$ cat src/logic/acg_pkg.sv
// constants, field layouts and carriers for the adaptive clock generator control block
package acg_pkg;
    // byte addresses in the microcontroller memory map
    localparam logic [15:0] ACG_ADDR_CTRL   = 16'hffe1;
    localparam logic [15:0] ACG_ADDR_DIV    = 16'hffe2;
    localparam logic [15:0] ACG_ADDR_CAP_HI = 16'hffe3;
    localparam logic [15:0] ACG_ADDR_CAP_LO = 16'hffe4;
    localparam logic [15:0] ACG_ADDR_FRQ2   = 16'hffe5;
    localparam logic [15:0] ACG_ADDR_FRQ1   = 16'hffe6;
    localparam logic [15:0] ACG_ADDR_FRQ0   = 16'hffe7;

    // control register: writable bits and reset value
    localparam logic [7:0]  ACG_CTRL_WMASK  = 8'h74;
    localparam logic [7:0]  ACG_CTRL_RESET  = 8'h00;

    // divider control register: output factor 7:4, input factor 2:0
    localparam int          ACG_DIVM_LSB    = 4;
    localparam int          ACG_DIVM_W      = 4;
    localparam int          ACG_DIVI_LSB    = 0;
    localparam int          ACG_DIVI_W      = 3;
    localparam logic [7:0]  ACG_DIV_WMASK   = 8'hf7;
    localparam logic [7:0]  ACG_DIV_RESET   = 8'h00;

    // widths of the frequency word and the cycle counter
    localparam int          ACG_FRQ_W       = 24;
    localparam int          ACG_CAP_W       = 16;
    localparam logic [23:0] ACG_FRQ_RESET   = 24'h000000;
    localparam logic [15:0] ACG_CAP_RESET   = 16'h0000;

    // pin synchroniser depth
    localparam int          ACG_SYNC_STAGES = 3;

    // one microcontroller register access
    typedef struct packed {
        logic [15:0] addr;
        logic        wr;
        logic        rd;
        logic [7:0]  wdata;
    } acg_bus_req_s;

    // control register layout
    typedef struct packed {
        logic       rsvd7;
        logic       out_en;
        logic       cap_sel;
        logic       in_sel;
        logic       rsvd3;
        logic       div_en;
        logic [1:0] rsvd10;
    } acg_ctrl_s;
endpackage : acg_pkg

$ cat src/logic/acg_top.sv
// adaptive clock generator: control registers, clock steering, dividers and frame cycle capture
`timescale 1ns/1ps
`default_nettype none
//////////////////////////////////////////////////////////////////////////////////////////////////////
// Contract
// - control register is eight bits at address ffe1
// - bit 6 high drives the output-divided master clock on its pin, which stays low while bit 2 is clear
// - bit 5 picks cycle counter clock: 0 primary output, 1 secondary output
// - bit 4 picks external clock input: 0 primary pin, 1 secondary pin
// - bit 2 high enables both input and output dividers
// - bits 7, 3, 1:0 read zero and ignore writes
// - output divider divides by field plus one (1..16), input by 1..8
// - free 16-bit counter on selected clock is captured at every frame start
// - 24-bit frequency word in three bytes programs the synthesizer
module acg_top #(
    parameter int FRQ_W = acg_pkg::ACG_FRQ_W,
    parameter int CAP_W = acg_pkg::ACG_CAP_W
) (
    input  wire logic                 i_core_clk,
    input  wire logic                 i_rstn,
    input  wire logic                 i_clk_en,
    input  wire acg_pkg::acg_bus_req_s i_bus,
    output logic [7:0]                o_rdata,
    input  wire logic                 i_sof,
    input  wire logic                 i_ext_clock_mode,
    input  wire logic                 i_codec_clock_in,
    input  wire logic                 i_codec_clock_in_alt,
    output logic                      o_codec_clock_out,
    output logic                      o_codec_clock_out_oe,
    output logic                      o_codec_clock_out_alt
);
    import acg_pkg::*;

    generate
        if (FRQ_W != 24 || CAP_W != 16) begin : g_bad_params
            $error("acg_top: register map serves only 24-bit frequency and 16-bit capture");
        end
    endgenerate

    //////////////////////////////////////////////////////////////////////////////////////////////////
    // register state
    acg_ctrl_s         ctrl_reg;
    logic [7:0]        div_reg;
    logic [FRQ_W-1:0]  frq_reg;
    logic [CAP_W-1:0]  cap_reg;
    logic [CAP_W-1:0]  cycle_cnt_reg;
    logic [FRQ_W-1:0]  phase_reg;
    logic [7:0]        rdata_reg;
    logic [1:0]        sync_reg [ACG_SYNC_STAGES];
    logic [1:0]        ext_level_reg;
    logic [1:0]        ext_prev_reg;
    logic              synth_prev_reg;
    logic              mclk_prev_reg;
    logic              out_reg;
    logic              out_oe_reg;
    logic              alt_reg;

    //////////////////////////////////////////////////////////////////////////////////////////////////
    // bus decode
    wire logic         wr_ctrl;
    wire logic         wr_div;
    wire logic         wr_frq2;
    wire logic         wr_frq1;
    wire logic         wr_frq0;
    wire logic [7:0]   ctrl_next;
    wire logic [7:0]   div_next;
    wire logic [7:0]   rdata_next;

    // one write strobe per register, no side effects on read
    assign wr_ctrl = i_bus.wr && (i_bus.addr == ACG_ADDR_CTRL);
    assign wr_div  = i_bus.wr && (i_bus.addr == ACG_ADDR_DIV);
    assign wr_frq2 = i_bus.wr && (i_bus.addr == ACG_ADDR_FRQ2);
    assign wr_frq1 = i_bus.wr && (i_bus.addr == ACG_ADDR_FRQ1);
    assign wr_frq0 = i_bus.wr && (i_bus.addr == ACG_ADDR_FRQ0);

    // reserved bits are masked off at write so they can only ever read zero
    assign ctrl_next = i_bus.wdata & ACG_CTRL_WMASK;
    assign div_next  = i_bus.wdata & ACG_DIV_WMASK;

    // read mux; unmapped addresses answer zero
    assign rdata_next = (i_bus.addr == ACG_ADDR_CTRL)   ? ctrl_reg :
                        (i_bus.addr == ACG_ADDR_DIV)    ? div_reg :
                        (i_bus.addr == ACG_ADDR_CAP_HI) ? cap_reg[15:8] :
                        (i_bus.addr == ACG_ADDR_CAP_LO) ? cap_reg[7:0] :
                        (i_bus.addr == ACG_ADDR_FRQ2)   ? frq_reg[23:16] :
                        (i_bus.addr == ACG_ADDR_FRQ1)   ? frq_reg[15:8] :
                        (i_bus.addr == ACG_ADDR_FRQ0)   ? frq_reg[7:0] : 8'h00;

    // register writes; all bits clear on reset
    always_ff @(posedge i_core_clk or negedge i_rstn) begin
        if (!i_rstn) begin
            ctrl_reg <= acg_ctrl_s'(ACG_CTRL_RESET);
            div_reg  <= ACG_DIV_RESET;
            frq_reg  <= ACG_FRQ_RESET;
        end else if (i_clk_en) begin
            if (wr_ctrl) ctrl_reg <= acg_ctrl_s'(ctrl_next);
            if (wr_div)  div_reg <= div_next;
            if (wr_frq2) frq_reg[23:16] <= i_bus.wdata;
            if (wr_frq1) frq_reg[15:8] <= i_bus.wdata;
            if (wr_frq0) frq_reg[7:0] <= i_bus.wdata;
        end
    end

    // read data is registered, valid the cycle after the read strobe
    always_ff @(posedge i_core_clk or negedge i_rstn) begin
        if (!i_rstn) begin
            rdata_reg <= 8'h00;
        end else if (i_clk_en && i_bus.rd) begin
            rdata_reg <= rdata_next;
        end
    end

    //////////////////////////////////////////////////////////////////////////////////////////////////
    // external clock pins: three-stage sampling, change accepted when stages two and three agree
    wire logic [1:0]   ext_rise;
    wire logic         ext_sel_level;
    wire logic         ext_sel_rise;

    genvar gi;
    generate
        for (gi = 0; gi < 2; gi++) begin : g_pin
            always_ff @(posedge i_core_clk or negedge i_rstn) begin
                if (!i_rstn) begin
                    sync_reg[0][gi]    <= 1'b0;
                    sync_reg[1][gi]    <= 1'b0;
                    sync_reg[2][gi]    <= 1'b0;
                    ext_level_reg[gi]  <= 1'b0;
                    ext_prev_reg[gi]   <= 1'b0;
                end else if (i_clk_en) begin
                    sync_reg[0][gi]    <= (gi == 0) ? i_codec_clock_in : i_codec_clock_in_alt;
                    sync_reg[1][gi]    <= sync_reg[0][gi];
                    sync_reg[2][gi]    <= sync_reg[1][gi];
                    if (sync_reg[1][gi] == sync_reg[2][gi]) ext_level_reg[gi] <= sync_reg[2][gi];
                    ext_prev_reg[gi]   <= ext_level_reg[gi];
                end
            end
            assign ext_rise[gi] = ext_level_reg[gi] & ~ext_prev_reg[gi];
        end
    endgenerate

    // pins are sampled at the core rate, so inputs much above a quarter of it alias
    assign ext_sel_level = ctrl_reg.in_sel ? ext_level_reg[1] : ext_level_reg[0];
    assign ext_sel_rise  = ctrl_reg.in_sel ? ext_rise[1] : ext_rise[0];

    //////////////////////////////////////////////////////////////////////////////////////////////////
    // frequency synthesizer: phase accumulator, top bit is the generated clock
    wire logic         synth_level;
    wire logic         synth_rise;

    always_ff @(posedge i_core_clk or negedge i_rstn) begin
        if (!i_rstn) begin
            phase_reg      <= '0;
            synth_prev_reg <= 1'b0;
        end else if (i_clk_en) begin
            phase_reg      <= phase_reg + frq_reg;
            synth_prev_reg <= phase_reg[FRQ_W-1];
        end
    end

    assign synth_level = phase_reg[FRQ_W-1];
    assign synth_rise  = synth_level & ~synth_prev_reg;

    //////////////////////////////////////////////////////////////////////////////////////////////////
    // dividers; firmware is expected to settle the selects before enabling them
    wire logic         in_div_level;
    wire logic         in_div_rise;
    wire logic         mclk_level;
    wire logic         mclk_rise;
    wire logic         out_div_level;
    wire logic         out_div_rise;
    wire logic         cnt_tick;

    acg_divider #(
        .CNT_W       (ACG_DIVI_W)
    ) u_in_div (
        .i_core_clk  (i_core_clk),
        .i_rstn      (i_rstn),
        .i_clk_en    (i_clk_en),
        .i_enable    (ctrl_reg.div_en),
        .i_src_level (ext_sel_level),
        .i_src_rise  (ext_sel_rise),
        .i_factor    (div_reg[ACG_DIVI_LSB +: ACG_DIVI_W]),
        .o_level     (in_div_level),
        .o_rise      (in_div_rise)
    );

    // master clock comes from the divided external pin or from the synthesizer
    assign mclk_level = i_ext_clock_mode ? in_div_level : synth_level;
    assign mclk_rise  = i_ext_clock_mode ? in_div_rise : synth_rise;

    acg_divider #(
        .CNT_W       (ACG_DIVM_W)
    ) u_out_div (
        .i_core_clk  (i_core_clk),
        .i_rstn      (i_rstn),
        .i_clk_en    (i_clk_en),
        .i_enable    (ctrl_reg.div_en),
        .i_src_level (mclk_level),
        .i_src_rise  (mclk_rise),
        .i_factor    (div_reg[ACG_DIVM_LSB +: ACG_DIVM_W]),
        .o_level     (out_div_level),
        .o_rise      (out_div_rise)
    );

    //////////////////////////////////////////////////////////////////////////////////////////////////
    // cycle counter and frame capture
    assign cnt_tick = ctrl_reg.cap_sel ? (mclk_level & ~mclk_prev_reg) : out_div_rise;

    // a tick in the capture cycle is counted after the snapshot, never lost
    always_ff @(posedge i_core_clk or negedge i_rstn) begin
        if (!i_rstn) begin
            cycle_cnt_reg <= ACG_CAP_RESET;
            cap_reg       <= ACG_CAP_RESET;
            mclk_prev_reg <= 1'b0;
        end else if (i_clk_en) begin
            mclk_prev_reg <= mclk_level;
            if (cnt_tick) cycle_cnt_reg <= cycle_cnt_reg + CAP_W'(1);
            if (i_sof)    cap_reg <= cycle_cnt_reg;
        end
    end

    //////////////////////////////////////////////////////////////////////////////////////////////////
    // pin drivers; a disabled output is held low as well as released
    always_ff @(posedge i_core_clk or negedge i_rstn) begin
        if (!i_rstn) begin
            out_reg    <= 1'b0;
            out_oe_reg <= 1'b0;
            alt_reg    <= 1'b0;
        end else if (i_clk_en) begin
            out_reg    <= ctrl_reg.out_en & out_div_level;
            out_oe_reg <= ctrl_reg.out_en;
            alt_reg    <= mclk_level;
        end
    end

    assign o_rdata               = rdata_reg;
    assign o_codec_clock_out     = out_reg;
    assign o_codec_clock_out_oe  = out_oe_reg;
    assign o_codec_clock_out_alt = alt_reg;
endmodule : acg_top
`default_nettype wire

$ cat src/logic/acg_divider.sv
// clock divider working on sampled clock levels, divide by factor plus one
`timescale 1ns/1ps
`default_nettype none
module acg_divider #(
    parameter int CNT_W = 4
) (
    input  wire logic             i_core_clk,
    input  wire logic             i_rstn,
    input  wire logic             i_clk_en,
    input  wire logic             i_enable,
    input  wire logic             i_src_level,
    input  wire logic             i_src_rise,
    input  wire logic [CNT_W-1:0] i_factor,
    output logic                  o_level,
    output logic                  o_rise
);
    logic [CNT_W-1:0] cnt_reg;
    logic [CNT_W-1:0] cnt_next;
    logic             level_reg;
    logic             level_next;
    logic             rise_reg;
    wire  logic       bypass;
    wire  logic [CNT_W:0] half;

    generate
        if (CNT_W < 1 || CNT_W > 8) begin : g_bad_width
            $error("acg_divider: CNT_W out of range");
        end
    endgenerate

    // high for the first half of the count; even factors (odd divide ratios) get the longer high phase
    assign bypass     = (i_factor == '0);
    assign half       = ({1'b0, i_factor} + (CNT_W+1)'(2)) >> 1;   // ceil of (factor + 1) / 2
    assign cnt_next   = !i_enable ? '0 :
                        (i_src_rise ? ((cnt_reg == i_factor) ? '0 : cnt_reg + CNT_W'(1)) : cnt_reg);
    assign level_next = !i_enable ? 1'b0 :
                        (bypass ? i_src_level : ({1'b0, cnt_next} < half));

    // state only moves while the clock enable is high
    always_ff @(posedge i_core_clk or negedge i_rstn) begin
        if (!i_rstn) begin
            cnt_reg   <= '0;
            level_reg <= 1'b0;
            rise_reg  <= 1'b0;
        end else if (i_clk_en) begin
            cnt_reg   <= cnt_next;
            level_reg <= level_next;
            rise_reg  <= level_next & ~level_reg;
        end
    end

    assign o_level = level_reg;
    assign o_rise  = rise_reg;
endmodule : acg_divider
`default_nettype wire

$ cat config.mk
export PLATFORM = sky130hd
export DESIGN_NAME = acg_top
export DESIGN_NICKNAME = d
export VERILOG_FILES = /design/src/logic/acg_pkg.sv /design/src/logic/acg_top.sv /design/src/logic/acg_divider.sv
export SDC_FILE = /design/constraint.sdc
export NUM_CORES = 1
export LEC_CHECK = 0
export BUFFER_PORTS_ARGS = -buffer_cell sky130_fd_sc_hd__buf_2
export CAP_MARGIN = 20
export CORE_ASPECT_RATIO = 1.75
export CORE_UTILIZATION = 30
export DETAILED_ROUTE_END_ITERATION = 8
export SYNTH_ARGS = -nofsm -noshare
export SYNTH_HDL_FRONTEND = slang
export SYNTH_SLANG_ARGS = --single-unit
$ cat constraint.sdc
create_clock -name i_core_clk -period 6.2 [get_ports i_core_clk]
set_input_delay 0.62 -clock i_core_clk [delete_from_list [all_inputs] [get_ports i_core_clk]]
set_output_delay 0.62 -clock i_core_clk [all_outputs]
set_load 0.005 [all_outputs]
After elaboration in Yosys (flattened, before gate mapping). Cells that the tools add are included. Widths: inputs -> output; s select.

Bits in registers: 124. Input port bits: 33. Output and inout bits: 11.

Add/sub/neg operators: 6. Equal/unequal tests: 11. Muxes and demuxes: 22. Magnitude comparators: 2. Reduce and logical (&&, ||, !) cells: 17. Bitwise logic cells: 13.

Operator list (count): $eq 16x16->1 const B (7); $mux 8 (7); $add 24x24->24 (1); $reduce_and 2->1 (9); $add 16x1->16 const B (1); $mux 4 (3); $mux 1 (9); $mux 3 (3); $and 1x1->1 (7); $logic_and 1x1->1 (6); $not 1->1 (6); $add 4x2->5 const B (1); $add 3x2->4 const B (1); $add 4x1->4 const B (1); $eq 4x4->1 (1); $logic_not 4->1 (1); $lt 4x4->1 (1); $add 3x1->3 const B (1); $eq 3x3->1 (1); $logic_not 3->1 (1); $lt 3x3->1 (1); $eq 1x1->1 (2).

Logic depth before layout (Yosys ltp).
Word-level depth: 9. Depth in mapped cells: 11.

Cells and area by module. A second synthesis with hierarchy kept.

Cells, all modules: 668. Area total of the unflattened synthesis: 7183.1 sq um.

By module, submodules not included: acg_top (times used 1, cells each 546, area an instance 6130.9 sq um); acg_divider (u_out_div) (times used 1, cells each 68, area an instance 554.3 sq um); acg_divider (u_in_div) (times used 1, cells each 54, area an instance 498.0 sq um).

Least setup slack after synthesis. OpenSTA, ideal clock, no wires.

Path kind: input to register. Start: input i_ext_clock_mode. End: register u_out_div.rise_reg, in the netlist u_out_div.o_rise. Data required time: 6.108 ns. Setup slack: 3.769 ns. Path buffers: 0. Arrival time: 2.339 ns. Cell stages on the path: 10. Setup time: 0.092 ns. Cell sequence: or3b_1 > and2_1 > nand2_1 > a21oi_1 > ha_1 > a21o_1 > a21o_1 > a21oi_1 > o211ai_2 > o31ai_2.

Longest elaborated chain between the ends: 7. Elaborated cells on any way between the ends: 8.

RTL lines: from (decl) (line acg_top.sv:25) `input wire logic i_ext_clock_mode,`; $mux 1 (line acg_top.sv:189) `assign mclk_rise = i_ext_clock_mode ? in_div_rise : synth_rise;`; $mux 4 (line acg_divider.sv:35) `(i_src_rise ? ((cnt_reg == i_factor) ? '0 : cnt_reg + CNT_W'(1)) : cnt_reg);`; $mux 4 (line acg_divider.sv:34) `assign cnt_next = !i_enable ? '0 :`; via u_out_div.cnt_next[1] (line acg_divider.sv:18) `logic [CNT_W-1:0] cnt_next;`; $lt 4x4->1 (line acg_divider.sv:37) `(bypass ? i_src_level : ({1'b0, cnt_next} < half));`; $mux 1 (line acg_divider.sv:37); $mux 1 (line acg_divider.sv:36) `assign level_next = !i_enable ? 1'b0 :`; $and 1x1->1 (line acg_divider.sv:48) `rise_reg <= level_next & ~level_reg;`; to (signal assigned) (line acg_divider.sv:48); to (decl) (line acg_divider.sv:21) `logic rise_reg;`.

The timed path passes the listed nets, and every way through them passes these cells. A chain may end at the register's enable or synchronous reset.

Worst setup path after layout.
Start: register frq_reg[0]. End: register phase_reg[20].

Longest elaborated chain between the ends: 1.

RTL lines: from (decl) (line acg_top.sv:44) `logic [FRQ_W-1:0] frq_reg;`; from (signal assigned) (line acg_top.sv:100) `if (wr_frq0) frq_reg[7:0] <= i_bus.wdata;`; $add 24x24->24 (line acg_top.sv:155) `phase_reg <= phase_reg + frq_reg;`; to (signal assigned) (line acg_top.sv:155); to (decl) (line acg_top.sv:47) `logic [FRQ_W-1:0] phase_reg;`.

No other way between the ends.

==> results.md <==
* Core Util, Final at 36.0%
* FF+latch count, synth at 124
* Largest area contributor in the netlist: dfrtp_1
* Skew final at 0.0118 ns
* EDFF count, synth at 0
* Final Hold Viols at 0
* Leak Pwr at roughly 3.9 nW
* Worst r2r dst: phase_reg[20]$_DFFE_PN0P_
* Avg Inst Size Synth at 10.9 sq um
* Detail Route Antenna Nets at 0
* Critical path type: reg -> reg
* Hold Path Class: in -> async
* Reg2reg setup slack at 3.34 ns
* Post-synth ARST share at 100%
* Reg clk slew, reported paths at 0.06 ns
* Final min period at 2.86 ns
* Sequential area share after synthesis at 45.2%
* Worst Path Required at 6.49 ns
* Diodes inserted at 0
* TNS Setup at 0 ns
* Pwr/cell area at 259 nW/um^2
* Largest delay share family, worst path: compound AO/OA/AOI/OAI gates
* Grt ovf at 0
* Die H at just over 200 um
* # DRC at 0
* Initial DRC Count at about 180
* Post-DP Area at 7380 sq um
* Final #Nets at 739
* Routability cong. at around 0.78
* DR WL/cell at 16.8 um
* Outcome: completed
* Maximum vdd drop at approximately 0.00017 V
* Slew @ Worst Pin at 0.940 ns
* Post-Place Cells at 949
* Fmax at 0.349 GHz
* Largest net degree at the start of global routing at between 70 and 80
* Synth-to-layout area growth at 16.9%
* Maximum fanout along the worst path at 4
* Yosys warning total at 0
* Root buf cell: clkbuf_16
* Die width at 116 um
* Crit path launch type: register
* Detailed Place HPWL at 12.3 mm
* Total track usage at 15.2%
* Fin crit share at a little under half
* CTS Sinks at 124
* Slew headroom at about 37%
* CP Depth at 10
* CP max-delay cell: fa_1
* Crit path launch: frq_reg[0]$_DFFE_PN0P_
* Synth top cells by count: 124 x dfrtp_1, 59 x mux2_2, 54 x nand2_1
* Netlist cell types at 72
* Synth top area cells: dfrtp_1 45%, mux2_2 9.7%, ha_1 6.0%, nand2_1 3.0%, xnor2_1 2.8%
* Clock buffer depth at 2
* CTS tree: built
* CTS Buf Count at 17
* Port buffer count at 43
* Worst Reg2Reg Path Length in Cells at 10
* Unrepaired setup endpoints after global routing: false
* Vias per inst at 5.03
* Number of global-route vias before repair at around 5000
* Crit path buf inv count at 0
* Initial Utilization at around 30%
* Synthesized instance count at 628
* Most instantiated library cell after synthesis: dfrtp_1
* Cell row count at 72
* Final WL at roughly 17 mm
* CTS H-tree depth at 4
* Setup-failing EPs final at 0
* CP endpoint kind: register
* Worst path max stage delay at roughly 0.41 ns
* Predominant post-synthesis flop cell: dfrtp_1
* Design area at 8010 sq um
* CTS resizes at 0
* Fraction of layout instances using a drive strength above 1 at 24.5%
* Worst EP arrival at 3.15 ns
* Ports at 44
* Critical path, cell by cell: ha_1 -> fa_1 -> a21o_1 -> a21boi_1 -> o21a_1 -> nor4_2 -> o21a_1 -> o31ai_1 -> and3_1 -> o31ai_2
* Critical R2R Launch: frq_reg[0]$_DFFE_PN0P_
* First-pass GRT wire length at ~26 mm
* Clk Latency, worst-skew pair at 0.43 ns
* Max cap viols at 0
* Initial antenna violation count at 2
* Worst setup path endpoint: phase_reg[20]$_DFFE_PN0P_
* Layout Cells excl Fill at a little under 1000
* Critical Path Most Common Cell: o21a_1
* Vias post-DR at ~4900
* Slew Limit Fails at 0
* Post-synth top area share at a little under half
* Post-CTS setup buffers at 0
* Hold buffers post-CTS at 0
* Core ar. at around 22000 sq um
* Drt pass-1 iters at 4
* DIE AREA at 23500 sq um
* Post-Syn Area at 6860 sq um
* Post-synth net total at 695
## worst min path at each step
stage | from | end | slack (ns)
floorplan | i_rstn | cap_reg[0]$_DFFE_PN0P_ | 0.32
global placement | o_rdata[0]$_DFFE_PN0P_ | o_rdata[0]$_DFFE_PN0P_ | 0.46
detailed placement | u_out_div.o_level$_DFFE_PN0P_ | u_out_div.o_rise$_DFFE_PN0P_ | 0.46
CTS | i_rstn | phase_reg[9]$_DFFE_PN0P_ | 0.38
global route | i_rstn | phase_reg[19]$_DFFE_PN0P_ | 0.42
finish | i_rstn | sync_reg[5]$_DFFE_PN0P_ | 0.33
## metrics by stage
| step | power [mW] | hold slack, ns | setup slack, ns |
|---|---|---|---|
| final | 2.07 | 0.329 | 3.34 |
| after global routing | 2.15 | 0.423 | 3.17 |
| after CTS | 2.10 | 0.380 | 3.35 |
| after detailed placement | 1.01 | 0.458 | 3.35 |
| after global placement | 1.00 | 0.458 | 3.37 |
| after floorplan | 0.950 | 0.324 | 3.77 |
## final cells by class
class	instances	area, sq um
clock buffer	17	425
clock inverter	15	211
fill	2193	14200
inverter	19	71.3
multi-input combinational	465	3600
sequential	124	3100
tap	296	370
timing repair buffer	45	233
## logic make-up after synthesis
group / synth area share, %
buffers and inverters: 2.26
AND/OR/NAND/NOR: 12.9
adder cells (fa/ha/maj): 6.31
flip-flops: 45.2
AO/OA/AOI/OAI: 12.5
multiplexers: 15.8
XOR/XNOR: 4.98
## per-layer routing
metal  vias up  track usage (%)  routed length [um]
li1       2363                -                   -
met5         -                0                  16
met2        97             27.9                9170
met3        39             2.88                 489
met4         4             7.88                 560
met1      2434             15.9                6290
## report_power, final
| part | switching, mW | internal, mW | total [mW] | leakage (nW) |
|---|---|---|---|---|
| logic | 0.0848 | 0.0502 | 0.135 | 1.90 |
| registers | 0.0195 | 0.837 | 0.856 | 1.68 |
| clock network | 0.402 | 0.680 | 1.08 | 0.303 |
| total | 0.506 | 1.57 | 2.07 | 3.88 |
## placed cells by master (no fill, tap or decap), types with 7 or more instances in the layout
cell type,instances
dfrtp_1,124
mux2_2,59
nand2_1,54
buf_2,42
nor2_1,40
ha_1,33
o21ai_0,30
a21oi_1,23
xnor2_1,22
inv_1,18
xor2_1,17
clkbuf_16,17
nand3_1,16
mux2i_1,14
nor3_1,13
and3_1,10
a21o_1,10
mux2_4,8
mux2_1,8
nor2b_1,7
o21a_1,7
Note: power is estimated with default switching activity, not from simulation.
